[config.mk]
export PLATFORM = sky130hd
export DESIGN_NAME = aao_core
export DESIGN_NICKNAME = d
export VERILOG_FILES = /design/src/hdl/aao_pkg.sv /design/src/hdl/aao_dir_regs.sv /design/src/hdl/aao_core.sv
export SDC_FILE = /design/constraint.sdc
export NUM_CORES = 1
export LEC_CHECK = 0
export ABC_AREA = 1
export BUFFER_PORTS_ARGS = -buffer_cell sky130_fd_sc_hd__buf_2
export CAP_MARGIN = 40
export CELL_PAD_IN_SITES_DETAIL_PLACEMENT = 0
export CELL_PAD_IN_SITES_GLOBAL_PLACEMENT = 1
export CORE_UTILIZATION = 30
export DETAILED_ROUTE_END_ITERATION = 8
export PLACE_DENSITY_LB_ADDON = 0.1
export SYNTH_ARGS = -nofsm -noshare
export SYNTH_HDL_FRONTEND = slang
export SYNTH_SLANG_ARGS = --single-unit
[constraint.sdc]
create_clock -name clk_sys_i -period 4.3 [get_ports clk_sys_i]
set_input_delay 0.215 -clock clk_sys_i [delete_from_list [all_inputs] [get_ports clk_sys_i]]
set_output_delay 0.215 -clock clk_sys_i [all_outputs]
set_load 0.02 [all_outputs]
[src/hdl/aao_pkg.sv]
// Shared constants for the accumulator ALU operation block.
// Assumes an 8-bit datapath driven by an instruction decoder on one clock.
package aao_pkg;
  localparam int DATA_W      = 8;
  localparam int ADDR_W      = 7;
  localparam int PORT_CNT    = 3;
  // Operation codes presented by the decoder.
  typedef enum logic [2:0] {
    AAO_OP_NONE,
    AAO_OP_SUB_BORROW,
    AAO_OP_SWAP,
    AAO_OP_LOAD_DIR,
    AAO_OP_XOR_LIT,
    AAO_OP_XOR_FILE
  } aao_op_t;
  // Direction selector operands.
  localparam logic [ADDR_W-1:0] DIR_SEL_A = 7'h05;
  localparam logic [ADDR_W-1:0] DIR_SEL_B = 7'h06;
  localparam logic [ADDR_W-1:0] DIR_SEL_C = 7'h07;
  // Reset values, destination selects and nibble bounds.
  localparam logic [DATA_W-1:0] ACC_RESET = 8'h00;
  localparam logic [DATA_W-1:0] DIR_RESET = 8'hFF;
  localparam logic              FLAG_RESET = 1'b0;
  localparam logic              DEST_ACC  = 1'b0;
  localparam logic              DEST_FILE = 1'b1;
  localparam int NIB_LO_MSB = 3;
  localparam int NIB_HI_LSB = 4;
endpackage

[src/hdl/aao_dir_regs.sv]
// Three port direction registers loaded from the accumulator.
// Assumes the load strobe comes from logic on the same clock.
`timescale 1ns/1ps
`default_nettype none
module aao_dir_regs #(
  parameter int WIDTH = 8
) (
  input  wire logic             clk_sys_i,  // System clock.
  input  wire logic             reset_i,    // Synchronous reset.
  input  wire logic [2:0]       load_i,     // One-hot load per port.
  input  wire logic [WIDTH-1:0] data_i,     // Value to load.
  output logic      [WIDTH-1:0] dir_a_o,    // Port A direction.
  output logic      [WIDTH-1:0] dir_b_o,    // Port B direction.
  output logic      [WIDTH-1:0] dir_c_o     // Port C direction.
);
  logic [WIDTH-1:0] dir_reg [3];

  // Each register reloads only on its own strobe; reset makes pins inputs.
  genvar g;
  generate
    for (g = 0; g < 3; g++) begin : g_dir
      always_ff @(posedge clk_sys_i) begin
        if (reset_i) begin
          dir_reg[g] <= WIDTH'(aao_pkg::DIR_RESET);
        end else if (load_i[g]) begin
          dir_reg[g] <= data_i;
        end
      end
    end
  endgenerate

  assign dir_a_o = dir_reg[0];
  assign dir_b_o = dir_reg[1];
  assign dir_c_o = dir_reg[2];
endmodule // aao_dir_regs
`default_nettype wire

[src/hdl/aao_core.sv]
// Accumulator ALU operations: subtract with borrow, nibble swap,
// port direction load, and XOR with literal or file register.
// Assumes the decoder holds one operation per cycle with its operand and
// that the register file supplies the addressed byte in that same cycle.
//
// Contract
// - Subtract with borrow: file minus accumulator minus inverted carry.
// - Subtract-with-borrow updates carry, half carry and zero only.
// - Destination select 0 writes accumulator, 1 writes the file register.
// - Nibble swap exchanges low and high nibbles; flags untouched.
// - Direction load copies accumulator to port A, B or C by operand 5-7.
// - XOR literal: accumulator XOR literal into accumulator; zero only.
// - XOR file XORs with file byte, routed by select; zero only.
`timescale 1ns/1ps
`default_nettype none
module aao_core #(
  parameter int DW = aao_pkg::DATA_W,
  parameter int AW = aao_pkg::ADDR_W
) (
  input  wire logic          clk_sys_i,      // System clock, 250 MHz.
  input  wire logic          reset_i,        // Synchronous reset.
  input  wire logic          op_valid_i,     // Operation strobe.
  input  wire logic [2:0]    op_i,           // Operation code.
  input  wire logic [AW-1:0] file_addr_i,    // File address or selector.
  input  wire logic          dest_i,         // Destination select.
  input  wire logic [DW-1:0] literal_i,      // Immediate operand.
  input  wire logic [DW-1:0] file_rdata_i,   // Addressed file byte.
  output logic      [DW-1:0] acc_o,          // Working register.
  output logic               carry_o,        // Carry flag.
  output logic               half_carry_flag_o, // Digit carry flag.
  output logic               zero_o,         // Zero flag.
  output logic               file_we_o,      // File write pulse.
  output logic      [AW-1:0] file_waddr_o,   // File write address.
  output logic      [DW-1:0] file_wdata_o,   // File write data.
  output logic      [DW-1:0] port_a_direction_o, // Port A direction.
  output logic      [DW-1:0] port_b_direction_o, // Port B direction.
  output logic      [DW-1:0] port_c_direction_o  // Port C direction.
);
  typedef struct packed {
    logic [DW-1:0] acc;
    logic          c;
    logic          dc;
    logic          z;
    logic          we;
    logic [AW-1:0] waddr;
    logic [DW-1:0] wdata;
    logic [2:0]    dir_load;
  } aao_state_t;

  aao_state_t st_reg;
  aao_state_t st_next;
  aao_pkg::aao_op_t op;

  assign op = aao_pkg::aao_op_t'(op_i);

  // Route a result to accumulator or file depending on the select.
  function automatic aao_state_t route(input aao_state_t s,
                                       input logic [DW-1:0] res,
                                       input logic d,
                                       input logic [AW-1:0] a);
    aao_state_t r;
    r = s;
    if (d == aao_pkg::DEST_FILE) begin
      r.we    = 1'b1;
      r.waddr = a;
      r.wdata = res;
    end else begin
      r.acc = res;
    end
    return r;
  endfunction

  // Next-state logic; write and load strobes fall back to zero each cycle.
  always_comb begin
    logic [DW:0]   diff;
    logic [4:0]    ldiff;
    logic [DW-1:0] res;
    diff = '0;
    ldiff = '0;
    res = '0;
    st_next = st_reg;
    st_next.we = 1'b0;
    st_next.dir_load = 3'h0;
    if (op_valid_i) begin
      unique case (op)
        aao_pkg::AAO_OP_SUB_BORROW: begin
          // Carry set means no borrow, so borrow in is the inverted carry.
          diff = {1'b0, file_rdata_i} - {1'b0, st_reg.acc}
                 - {{DW{1'b0}}, ~st_reg.c};
          ldiff = {1'b0, file_rdata_i[3:0]} - {1'b0, st_reg.acc[3:0]}
                  - {4'h0, ~st_reg.c};
          res = diff[DW-1:0];
          st_next = route(st_next, res, dest_i, file_addr_i);
          st_next.c  = ~diff[DW];
          st_next.dc = ~ldiff[4];
          st_next.z  = (res == '0);
        end
        aao_pkg::AAO_OP_SWAP: begin
          res = {file_rdata_i[aao_pkg::NIB_LO_MSB:0],
                 file_rdata_i[DW-1:aao_pkg::NIB_HI_LSB]};
          st_next = route(st_next, res, dest_i, file_addr_i);
        end
        aao_pkg::AAO_OP_LOAD_DIR: begin
          // Operands outside 5..7 load nothing.
          st_next.dir_load = {file_addr_i == aao_pkg::DIR_SEL_C,
                              file_addr_i == aao_pkg::DIR_SEL_B,
                              file_addr_i == aao_pkg::DIR_SEL_A};
        end
        aao_pkg::AAO_OP_XOR_LIT: begin
          res = st_reg.acc ^ literal_i;
          st_next.acc = res;
          st_next.z = (res == '0);
        end
        aao_pkg::AAO_OP_XOR_FILE: begin
          res = st_reg.acc ^ file_rdata_i;
          st_next = route(st_next, res, dest_i, file_addr_i);
          st_next.z = (res == '0);
        end
        default: begin
        end
      endcase
    end
  end

  // State register.
  always_ff @(posedge clk_sys_i) begin
    if (reset_i) begin
      st_reg.acc      <= aao_pkg::ACC_RESET;
      st_reg.c        <= aao_pkg::FLAG_RESET;
      st_reg.dc       <= aao_pkg::FLAG_RESET;
      st_reg.z        <= aao_pkg::FLAG_RESET;
      st_reg.we       <= 1'b0;
      st_reg.waddr    <= '0;
      st_reg.wdata    <= '0;
      st_reg.dir_load <= 3'h0;
    end else begin
      st_reg <= st_next;
    end
  end

  // Direction registers load at the edge after the strobe. The load itself
  // leaves the accumulator alone, so it still holds the value it saw.

  aao_dir_regs #(.WIDTH(DW)) u_dir (
    .clk_sys_i (clk_sys_i),
    .reset_i   (reset_i),
    .load_i    (st_reg.dir_load),
    .data_i    (st_reg.acc),
    .dir_a_o   (port_a_direction_o),
    .dir_b_o   (port_b_direction_o),
    .dir_c_o   (port_c_direction_o)
  );

  assign acc_o             = st_reg.acc;
  assign carry_o           = st_reg.c;
  assign half_carry_flag_o = st_reg.dc;
  assign zero_o            = st_reg.z;
  assign file_we_o         = st_reg.we;
  assign file_waddr_o      = st_reg.waddr;
  assign file_wdata_o      = st_reg.wdata;
endmodule // aao_core
`default_nettype wire

**After elaboration in Yosys (flattened, before gate mapping)**

Memory sizes are Yosys's and may differ from the RTL's.
Cells that the tools add are included.

- Bits of input ports: 30
- Output and inout port bits: 51
- Flip-flop bits (word level): 30
- Logic and storage cells: 72
- Memories kept: 1
- RAM bits: 24

- Bitwise logic cells: 10
- Add/sub/neg operators: 4
- Eq/ne operators: 14
- Reduce and logical (&&, ||, !) cells: 12
- Mux-type cells: 23

Memory list:

| name | words | width | read ports | clocked after memory_dff | wr ports | RTL line | text |
|---|---|---|---|---|---|---|---|
| u_dir.dir_reg | 3 | 8 | 3 | 0 | 3 | aao_dir_regs.sv:16 | `logic [WIDTH-1:0] dir_reg [3];` |

Operator list:

| cell | count |
|---|---|
| two-way mux 16 bit | 3 |
| two-way mux 8 bit | 6 |
| one-hot mux 16 bit (3 select lines) | 1 |
| one-hot mux 8 bit (4 select lines) | 1 |
| zero test 8 bit | 3 |
| == test 7 x 3 -> 1 bit, second input constant | 3 |
| XOR 8 bit | 2 |
| inequality test 2 bit, second input constant | 6 |
| two-way mux 1 bit | 11 |
| AND reduction 5 bit | 2 |
| subtractor 8 x 8 -> 9 bit | 1 |
| subtractor 9 x 1 -> 9 bit | 1 |
| == test 3 x 2 -> 1 bit, second input constant | 2 |
| == test 3 bit, second input constant | 2 |
| nonzero test 3 bit | 2 |
| inverter 1 bit | 5 |
| subtractor 4 x 4 -> 5 bit | 1 |
| subtractor 5 x 1 -> 5 bit | 1 |
| AND reduction 2 bit | 2 |
| nonzero test 4 bit | 1 |
| == test 3 x 1 -> 1 bit, second input constant | 1 |
| bitwise OR 1 bit | 3 |
| one-hot mux 1 bit (3 select lines) | 1 |
| OR reduction 3 bit | 1 |
| OR reduction 2 bit | 1 |

**Depth between registers and ports, before layout**

Gate-level depths: netlist of the first run.

- Word-level depth: 4
- Mapped depth: 15
- Mapped depth without buffers: 15

**By module**

A second synthesis of the first run with hierarchy kept.

- Cells, all modules: 413
- Area, all modules: 3309.4 µm²

By module, submodules not included:

| module | cells an instance | instances | area each (µm²) | sequential area each (µm²) |
|---|---|---|---|---|
| aao_core | 348 | 1 | 2359.8 | 600.6 |
| aao_dir_regs | 65 | 1 | 949.7 | 720.7 |

**Worst setup path before layout of the first run**

OpenSTA, ideal clock, no wires.

- Path kind: flip-flop to flip-flop
- Start: reg st_reg, in the netlist carry_o
- End: reg st_reg, in the netlist zero_o
- Buffers on the path: 0
- Data required time: 4.230 ns
- Setup time: 0.070 ns
- Clock period less this slack: 1.998 ns
- Setup slack: 2.302 ns
- Stages on the path, launching flop included: 11
- Arrival time: 1.928 ns
- Path through: dfxtp_1 > inv_1 > fa_1 > inv_1 > fa_1 > nand3b_1 > nor2_1 > nand3_1 > nor2_1 > nand4_1 > a21oi_1

- Longest elaborated chain between the ends: 4

Ends and longest elaborated chain:

| item | RTL line | text |
|---|---|---|
| start, declared | aao_core.sv:50 | `aao_state_t st_reg;` |
| start signal, assigned | aao_core.sv:137 | `st_reg <= st_next;` |
| inverter 1 bit | aao_core.sv:89 | `- {{DW{1'b0}}, ~st_reg.c};` |
| subtractor 9 x 1 -> 9 bit | aao_core.sv:89 |  |
| zero test 8 bit | aao_core.sv:96 | `st_next.z = (res == '0);` |
| one-hot mux 1 bit (3 select lines) | aao_core.sv:85 | `unique case (op)` |

No other way between the ends.
A chain may end at the register's enable or synchronous reset.

**Final worst setup path of the first run**

- Start: reg st_reg, in the netlist acc_o[0]
- End: reg st_reg, in the netlist zero_o

- Longest elaborated chain between the ends: 4
- Elaborated cells between the ends (all ways): 8
- Classes of those cells: add/sub (2); mux (1); bitwise (2); reduce/logical (3)

Ends and longest elaborated chain:

| item | RTL line | text |
|---|---|---|
| subtractor 8 x 8 -> 9 bit | aao_core.sv:88 | `diff = {1'b0, file_rdata_i} - {1'b0, st_reg.acc}` |
| subtractor 9 x 1 -> 9 bit | aao_core.sv:89 |  |
| zero test 8 bit | aao_core.sv:96 |  |
| one-hot mux 1 bit (3 select lines) * | aao_core.sv:85 |  |

Mark *: on every way between the ends. The rest lies on a longest branch, timed or not.

==> qor.csv, run 1 <==
stage,metric,value,unit
status,status,finished clean,
timing,highest clock rate,0.450,GHz
synth,Ys Warns,0,
setup_path,Critical Path RT,4.55,ns
final_layout,Inserted Diodes,0,
synth,synthesized net count,472,
global_route,initial antenna violation count,0,
pwr,P_sw,399,uW
setup_path,crit-path cells,fa_1 -> inv_1 -> fa_1 -> inv_1 -> nand2_1 -> nand2_1 -> nand2_1 -> nand2_1 -> nand3_1 -> nor2_1 -> nand4_1 -> a21oi_1,
setup_path,master of the slowest instance on the critical path,dfxtp_1,
global_route,total grt overflow,0,
min_path,WHS Path Cells,2,
setup_path,critical path endpoint,zero_o,
pwr,leakage power,1.70,nW
synth,Cell variety after synth,34,
setup_path,R2R Path Start,acc_o[0],
timing,RSZ-0062 raised after global routing,no,
drt,1st-pass router iterations,4,
global_route,first-pass GRT wire length,13700,um
die,core box area,10400,um^2
synth,Mapped Area,3210,um^2
synth,top post-synthesis cells by area,"edfxtp_1, dfxtp_1, nand2_1",
clock_tree,clock latency on the worst-skew pair,0.31,ns
synth,Mapped Cells,426,
drt,Routed Antenna Nets,0,
clock_tree,TritonCTS clock tree,yes,
global_route,vias in the first global route,2554,
final_layout,layout cell share with drive strength beyond 1,0.208,
timing,Final setup viols,0,
min_path,Hold Startpoint,file_addr_i[0],
synth,syn_area_per_cell,7.54,um^2
setup_path,Setup crit start,acc_o[0],
drt,DR iter-0 viols,147,
setup_path,crit path kind,reg2reg,
timing,Worst Skew,0.0101,ns
final_layout,fin util,0.354,
place,I/O Buffers,80,
setup_path,cell mode on critical path,nand2_1,
synth,most common cell in the netlist,nand2_1,
die,row count,37,
synth,number of synthesized flops with an enable pin,24,
drt,Post-route DRC,0,
timing,fin worst setup slack,2.08,ns
die,# IOs,81,
setup_path,Critical R2R Capture,zero_o,
timing,Worst Tran Pin Value,0.789,ns
global_route,largest net degree at the start of global routing,28,
die,Die Span X,105,um
pwr,pwr dens,317,nW/um^2
die,Initial Util,0.310,
synth,ys flop type,dfxtp_1,
setup_path,CP Capture Type,flip-flop,
final_layout,nets@finish,530,
global_route,Total GRT Usage,0.163,
pwr,VDD IR max,0.000120,V
setup_path,Startpoint Class,flip-flop,
timing,Max-slew headroom,0.473,
place,dpl ws,2.04,ns
drt,Routed WL per cell,14.3,um
job,Max-cap violations,0,
synth,Post-synth ARST share,0,
clock_tree,Worst-path clk slew,0.11,ns
timing,Slew Limit Fails,0,
final_layout,max reg flops,24,
setup_path,Max Fanout on Critical Path,6,
synth,register area share after synthesis,0.411,
final_layout,area grow syn2layout,14.4,%
clock_tree,CTS H-tree lvls,2,
synth,library cell with the largest summed area after synthesis,edfxtp_1,
pwr,sw frac,0.342,
timing,Final Hold Fails,0,
drt,Vias/cell,4.45,
clock_tree,CTS Buf Count,5,
die,Die ar.,11100,um^2
timing,Setup TNS,0,ns
clock_tree,Max clock buf depth,2,
pwr,P_int,767,uW
pwr,Seq pwr share,0.482,
timing,fin crit period,2.22,ns
die,die height,105,um
clock_tree,CTS hold repair buffers,0,
drt,DRT Wirelength,8880,um
clock_tree,"Setup Fix Bufs, Post-CTS",0,
clock_tree,post-cts resize count,0,
clock_tree,Num Clock Sinks,54,
setup_path,critical path's largest stage delay,0.51,ns
place,RD Place Congestion,0.833,
drt,vias,2762,
synth,top-area cell type share of the netlist area,0.224,
min_path,Hold Crit Class,in2reg,
place,Detailed Place HPWL,7270,um
timing,Final Cycle Share,0.517,
clock_tree,clock root buffer,clkbuf_8,
setup_path,"Arr. time, crit path",2.47,ns
setup_path,worst reg2reg path depth,12,
setup_path,flop2flop setup slack,2.08,ns
synth,top post-synthesis cells by count,"nand2_1, inv_1, nor2_1, dfxtp_1, a21oi_1",
pwr,combinational group share of total power,0.254,
synth,"flops & latches, synth",54,
pwr,clock power share,0.265,
## critical path: cells and delay by family (launching register included)
kind	cells	cell delay (ns)
fa+ha+maj	2	0.64
buf+inv	2	0.13
compound gates	1	0.14
simple gates	7	0.73
flops	1	0.51
## through the flow
step           hold WS, ns  power (mW)  cell area (um^2)  std cells
6_report            0.0944        1.17              3670        621
5_1_grt              0.105        1.23              3670        621
4_1_cts             0.0902        1.18              3670        621
3_5_place_dp         0.431       0.871              3580        613
3_3_place_gp         0.433       0.875              3580        613
2_1_floorplan        0.292       0.790              3210        426
## logic make-up (layout without fill, tap and decap cells)
kind of cell    after synthesis  in the layout  share of synthesized area
compound gates               67             67                      0.116
xor+xnor                      6              6                     0.0164
fa+ha+maj                    16             16                     0.0670
buf+inv                     107            166                      0.155
flops                        54             54                      0.411
simple gates                176            176                      0.234
## routing by layer
| layer | track usage | routed length, um | vias up |
|---|---|---|---|
| li1 | - | - | 1454 |
| met1 | 0.216 | 4300 | 1235 |
| met2 | 0.284 | 4200 | 68 |
| met3 | 0.0210 | 333 | 5 |
| met4 | 0.0272 | 53 | 0 |
| met5 | 0 | 0 | - |
## layout by cell type, fill, tap and decap left out, types with 2 or more instances in the layout
cell	synthesis	layout
a31oi_1	2	2
nand4_1	5	5
dfxtp_1	30	30
clkbuf_8	0	5
xor2_1	4	4
o21ai_1	9	9
nand2_1	98	98
o21a_1	2	2
o22ai_1	8	8
xnor2_1	2	2
clkinv_4	0	2
fa_1	2	2
inv_1	74	74
nand2_2	2	2
nand3b_1	2	2
nor4_1	3	3
inv_2	4	4
ha_1	14	14
nand3_1	17	17
nor3_1	4	4
edfxtp_1	24	24
o21ai_0	16	16
a21oi_1	27	27
buf_2	2	80
nor2_2	4	4
nor2_1	37	37
## power groups by stage
stage	sequential, mW	combinational [mW]	clock, mW
2_1_floorplan	0.570	0.221	0
3_3_place_gp	0.573	0.303	0
3_5_place_dp	0.574	0.297	0
4_1_cts	0.562	0.299	0.316
5_1_grt	0.564	0.334	0.331
6_report	0.561	0.296	0.309
## area by class of cell
cell class	count	area [um^2]
Inverter	78	293
Multi-Input combinational cell	265	1390
Timing Repair Buffer	80	400
Clock inverter	3	28.8
Tap cell	136	170
Fill cell	1157	6700
Sequential cell	54	1320
Clock buffer	5	68.8
## worst min path at each step
stage,to,slack [ns]
after floorplan,st_reg[1],0.29
after global placement,st_reg[0],0.43
after detailed placement,st_reg[0],0.43
after CTS,st_reg[0],0.09
after global routing,st_reg[0],0.11
final,st_reg[1],0.09
Note: power is estimated with default switching activity, not from simulation.
==> run 2: changes to the inputs <==
- ABC_AREA: 1 -> 0
- clock period: 4.3 -> 2.09 ns (I/O delays scaled with it)
==> qor.csv, run 2 <==
stage,metric,value,unit,change
min_path,WHS Path Cells,3,,+1
die,Die ar.,10900,um^2,-1.8%
clock_tree,TritonCTS clock tree,yes,,
final_layout,Inserted Diodes,0,,unchanged
global_route,total grt overflow,0,,unchanged
synth,ys flop type,dfxtp_1,,
pwr,pwr dens,690,nW/um^2,+120%
synth,syn_area_per_cell,9.27,um^2,+23%
die,core box area,10300,um^2,-0.89%
clock_tree,clock root buffer,clkbuf_8,,
drt,Routed WL per cell,16.8,um,+17%
die,die height,105,um,-0.90%
timing,Final Cycle Share,1.02,,+0.506
synth,synthesized net count,386,,-18%
timing,RSZ-0062 raised after global routing,yes,,
timing,fin worst setup slack,-0.0475,ns,-2.13 ns
place,placed insts,558,,-9.0%
setup_path,Max Fanout on Critical Path,3,,-3
global_route,vias in the first global route,2605,,+2.0%
synth,"flops & latches, synth",54,,unchanged
drt,vias,2693,,-2.5%
drt,DR iter-0 viols,134,,-8.8%
synth,Mapped Cells,340,,-20%
setup_path,"Arr. time, crit path",2.40,ns,-0.07 ns
clock_tree,Worst-path clk slew,0.11,ns,about the same
die,Die Span X,105,um,-0.90%
timing,Worst Tran Pin Value,0.508,ns,-0.282 ns
pwr,Pwr Total,2.86,mW,+150%
setup_path,worst reg2reg path depth,10,,-2
global_route,first-pass GRT wire length,14600,um,+6.2%
synth,Ys Warns,0,,unchanged
synth,top post-synthesis cells by area,"edfxtp_1, dfxtp_1, buf_4",,
status,status,"complete, but fails checks",,
drt,DR WL met2,4630,um,+10%
final_layout,nets@finish,480,,-9.4%
timing,Final setup viols,5,,+5
setup_path,Critical Path RT,2.35,ns,-2.20 ns
drt,met1 WL,4380,um,+2.0%
synth,most common cell in the netlist,nand2_1,,
pwr,leakage power,1.66,nW,-2.6%
timing,Max-slew headroom,0.661,,+0.188
synth,library cell with the largest summed area after synthesis,edfxtp_1,,
pwr,VDD IR max,0.000311,V,+160%
timing,Slew Limit Fails,0,,unchanged
clock_tree,Max clock buf depth,2,,unchanged
min_path,Hold Crit Class,in2reg,,
final_layout,"commonest non-fill, non-tap cell in the layout",buf_2,,
final_layout,Final Non-Filler Cells,571,,-8.1%
final_layout,max reg flops,24,,unchanged
synth,Cell variety after synth,54,,+59%
place,RD Place Congestion,0.832,,-0.12%
timing,Final Hold Fails,0,,unchanged
timing,Fin Hold WS,0.0253,ns,-0.0691 ns
synth,number of synthesized flops with an enable pin,24,,unchanged
die,row count,37,,unchanged
drt,highest routed layer,met4,,
timing,Worst Skew,0.00941,ns,-0.000732 ns
synth,top post-synthesis cells by count,"nand2_1, dfxtp_1, buf_4, inv_1",,
die,Initial Util,0.307,,-0.00293
timing,highest clock rate,0.468,GHz,+3.9%
synth,Post-synth ARST share,0,,unchanged
drt,Routed Antenna Nets,0,,unchanged
place,Detailed Place HPWL,7440,um,+2.4%
drt,1st-pass router iterations,4,,unchanged
synth,top-area cell type share of the netlist area,0.229,,+0.00418
clock_tree,CTS Buf Count,5,,unchanged
drt,DRT Wirelength,9580,um,+7.9%
synth,Mapped Area,3150,um^2,-1.8%
synth,register area share after synthesis,0.419,,+0.00767
setup_path,flop2flop setup slack,-0.05,ns,-2.13 ns
drt,Vias/cell,4.72,,+6.0%
place,I/O Buffers,80,,unchanged
global_route,Total GRT Usage,0.177,,+0.0145
die,# IOs,81,,unchanged
job,Max-cap violations,0,,unchanged
setup_path,Startpoint Class,flip-flop,,
global_route,initial antenna violation count,0,,unchanged
timing,fin crit period,2.14,ns,-0.0840 ns
drt,met3 WL,367,um,+10%
status,failing checks,negative setup slack,,
drt,Post-route DRC,0,,unchanged
global_route,largest net degree at the start of global routing,19,,-32%
clock_tree,CTS H-tree lvls,2,,unchanged
clock_tree,Num Clock Sinks,54,,unchanged
final_layout,most frequent cells in the layout,"buf_2, nand2_1, buf_4",,
clock_tree,clock latency on the worst-skew pair,0.31,ns,about the same
setup_path,crit path kind,reg2reg,,
timing,Setup TNS,-0.151,ns,-0.151 ns
final_layout,fin util,0.404,,+0.0495
final_layout,Fillers,1061,,-8.3%
setup_path,CP Capture Type,flip-flop,,
final_layout,area grow syn2layout,31.6,%,
final_layout,layout cell share with drive strength beyond 1,0.407,,+0.199
## run 2: cell types whose count changed in the layout (fill, tap and decap cells not counted), sizes merged, moves of 6 or more
cell	delta
nor2b	+6
nand2	-61
nand3	-12
nor2	-23
o21ai	-7
buf	+39
xor2	+7
nand2b	+25
inv	-53
o22ai	-8
## run 2: metrics by stage
stage,cell area (um^2),setup WS [ns]
2_1_floorplan,3160,-0.0194
3_3_place_gp,3750,-0.204
3_5_place_dp,3750,-0.219
4_1_cts,4030,-0.0410
5_1_grt,4150,-0.146
6_report,4150,-0.0475
## run 2: metal layers
metal,vias to the layer above,GRT usage
met1,1255,0.229
met3,14,0.0238
met5,-,0
met2,75,0.306
met4,0,0.0520
li1,1349,-
## run 2: repair_timing
item	CTS	global route
hold buffers	1	0
gates resized for setup	27	16
gates cloned	0	0
endpoints found under the setup margin	13	13
buffers inserted	3	2
pin swaps	18	10
endpoints found under the hold margin	1	0
## run 2: cells by family (layout without fill, tap and decap cells)
| family | Yosys count | in the layout | share of synthesized area |
|---|---|---|---|
| and+or+nand+nor | 124 | 124 | 0.212 |
| AOI/OAI and AO/OA | 70 | 70 | 0.145 |
| adders and majority gates | 16 | 16 | 0.0683 |
| buffers and inverters | 58 | 153 | 0.105 |
| xor gates and xnor gates | 17 | 17 | 0.0472 |
| DFF | 54 | 54 | 0.419 |
| muxes | 1 | 1 | 0.00357 |
## run 2: worst max-delay path, stage by stage (launching register included)
cell and delay, ns:
dfxtp_2 0.35, inv_2 0.04, fa_1 0.36, inv_2 0.08
fa_2 0.21, nand2b_4 0.14, a21oi_4 0.08, a211oi_2 0.24
o21ai_2 0.10, or4_1 0.40, nand3_1 0.09
## run 2: path summary, 6_finish.rpt
| kind | start | end |
|---|---|---|
| setup / recovery | carry_o | carry_o |
| setup reg to reg | carry_o | carry_o |
| hold / removal | file_addr_i[5] | file_waddr_o[5] |
| hold reg to reg | file_waddr_o[0] | file_waddr_o[0] |
## run 2: area by class of cell
type	instances	area (um^2)	area share
Timing Repair Buffer	120	719	0.173
Inverter	25	93.8	0.0226
Clock inverter	3	43.8	0.0106
Clock buffer	5	68.8	0.0166
Multi-Input combinational cell	228	1730	0.417
Sequential cell	54	1330	0.319
Tap cell	136	170	0.0410
## run 2: where the power goes
part | internal (mW) | leakage [nW] | switching (mW)
combinational | 0.435 | 1.16 | 0.527
clock | 0.360 | 0.0585 | 0.386
sequential | 1.13 | 0.435 | 0.0202
total | 1.93 | 1.66 | 0.933
==> run 3: changes to the inputs <==
- ABC_AREA: 0 -> 1
==> qor.csv, run 3 (same netlist as run 1, synthesis figures left out) <==
stage,metric,value,unit,change
status,status,finished clean,,
timing,Slew Limit Fails,0,,unchanged
drt,DR iter-0 viols,128,,-4.5%
final_layout,nets@finish,552,,+15%
setup_path,crit path kind,reg2reg,,
place,RD Place Congestion,0.891,,+7.0%
final_layout,Inserted Diodes,0,,unchanged
timing,Final setup viols,0,,-5
final_layout,layout cell share with drive strength beyond 1,0.274,,-0.133
clock_tree,Max clock buf depth,2,,unchanged
global_route,vias in the first global route,2741,,+5.2%
drt,DRT Wirelength,9140,um,-4.6%
global_route,Total GRT Usage,0.170,,-0.00721
place,placed insts,630,,+13%
timing,Final Cycle Share,0.953,,-0.0697
clock_tree,CTS Buf Count,5,,unchanged
final_layout,fin util,0.377,,-0.0271
clock_tree,clock root buffer,clkbuf_8,,
place,Detailed Place HPWL,7520,um,+0.99%
setup_path,Max Fanout on Critical Path,2,,-1
final_layout,"final std cell area, no fill",3910,um^2,-5.9%
die,core box area,10400,um^2,+0.90%
place,I/O Buffers,80,,unchanged
clock_tree,CTS H-tree lvls,2,,unchanged
drt,Routed Antenna Nets,0,,unchanged
clock_tree,clock latency on the worst-skew pair,0.31,ns,about the same
drt,Vias/cell,4.45,,-5.7%
final_layout,most frequent cells in the layout,"nand2_1, buf_2, inv_1",,
drt,vias,2860,,+6.2%
timing,Worst Skew,0.00788,ns,-0.00153 ns
global_route,met1 Use GR,0.229,,-0.000513
pwr,Pwr Total,2.50,mW,-13%
job,Max-cap violations,0,,unchanged
timing,Final Hold Fails,0,,unchanged
global_route,M2 GR Usage,0.284,,-0.0217
place,Area after DPL,3700,um^2,-1.3%
clock_tree,Num Clock Sinks,54,,unchanged
pwr,VDD IR max,0.000287,V,-8.0%
die,Die ar.,11100,um^2,+1.8%
timing,Max-slew headroom,0.593,,-0.0681
timing,fin crit period,1.99,ns,-0.146 ns
pwr,pwr dens,640,nW/um^2,-7.2%
die,Die Span X,105,um,+0.91%
setup_path,"Arr. time, crit path",2.25,ns,-0.15 ns
global_route,Most Crowded Layer GR,met2,,
min_path,Hold Crit Class,in2reg,,
drt,1st-pass router iterations,4,,unchanged
global_route,total grt overflow,0,,unchanged
drt,Routed WL per cell,14.2,um,-15%
die,row count,37,,unchanged
die,Initial Util,0.310,,+0.00293
drt,Post-route DRC,0,,unchanged
timing,RSZ-0062 raised after global routing,yes,,
setup_path,Startpoint Class,flip-flop,,
final_layout,Final Non-Filler Cells,643,,+13%
clock_tree,Worst-path clk slew,0.11,ns,about the same
clock_tree,TritonCTS clock tree,yes,,
timing,highest clock rate,0.502,GHz,+7.3%
global_route,met3 usage,0.0216,,-0.00216
global_route,first-pass GRT wire length,14600,um,+0.19%
final_layout,max reg flops,24,,unchanged
die,# IOs,81,,unchanged
global_route,initial antenna violation count,0,,unchanged
final_layout,"commonest non-fill, non-tap cell in the layout",nand2_1,,
setup_path,CP Capture Type,flip-flop,,
die,die height,105,um,+0.91%
timing,Worst Tran Pin Value,0.609,ns,+0.101 ns
global_route,largest net degree at the start of global routing,25,,+6
final_layout,area grow syn2layout,21.6,%,
setup_path,Critical Path RT,2.34,ns,about the same
pwr,leakage power,1.81,nW,+9.0%
run 3: changes by cell type in the layout (fill, tap and decap cells not counted), sizes merged, moves of 6 or more:
cell / change
buf: -20
inv: +53
nand2: +61
nand2b: -25
nand3: +12
nor2: +23
nor2b: -6
o21ai: +7
o22ai: +8
xor2: -7
run 3: cell type report:
| class | instances | area [um^2] |
|---|---|---|
| Fill cell | 1117 | 6460 |
| Multi-Input combinational cell | 265 | 1450 |
| Sequential cell | 54 | 1320 |
| Timing Repair Buffer | 102 | 573 |
| Inverter | 78 | 293 |
| Tap cell | 136 | 170 |
| Clock buffer | 6 | 82.6 |
| Clock inverter | 2 | 16.3 |
run 3: where the power goes:
group          leakage (nW)  internal, mW  switching (mW)
logic                  1.35         0.260           0.448
clock network        0.0478         0.274           0.375
registers             0.408          1.13          0.0168
run 3: critical path, stage by stage, from the launching register on:
cell      delay [ns]
dfxtp_2         0.36
inv_2           0.05
fa_2            0.32
inv_2           0.07
fa_2            0.43
nand3b_1        0.17
nor2_1          0.14
nand3_1         0.10
nor2_1          0.11
nand4_1         0.07
a21oi_1         0.11
run 3: metal layers:
layer / routed length, um / vias up
li1: - / 1497
met1: 4380 / 1265
met2: 4140 / 86
met3: 424 / 12
met4: 186 / 0
met5: 0 / -
run 3: repair_timing:
action                     4_1_cts  5_1_grt
hold buffers                     3        0
hold endpoints to repair         2        0
setup endpoints to repair        0       11
buffers inserted                 0        2
resized for setup                0       19
run 3: final timing paths:
path | start | to | slack (ns) | cells after the start
min | file_addr_i[6] | file_waddr_o[6] | 0.03 | 3
max | carry_o | zero_o | 0.1 | 10
min reg2reg | file_wdata_o[2] | file_wdata_o[2] | 0.49 | 2
max reg2reg | carry_o | zero_o | 0.1 | 10
run 3: stage by stage:
step	setup slack (ns)	hold WS [ns]	setup TNS (ns)
6_report	0.0983	0.0333	0
5_1_grt	-0.0270	0.0305	-0.0466
4_1_cts	0.0199	0.0290	0
3_5_place_dp	0.0317	0.309	0
3_3_place_gp	0.0524	0.311	0
2_1_floorplan	0.0919	0.181	0
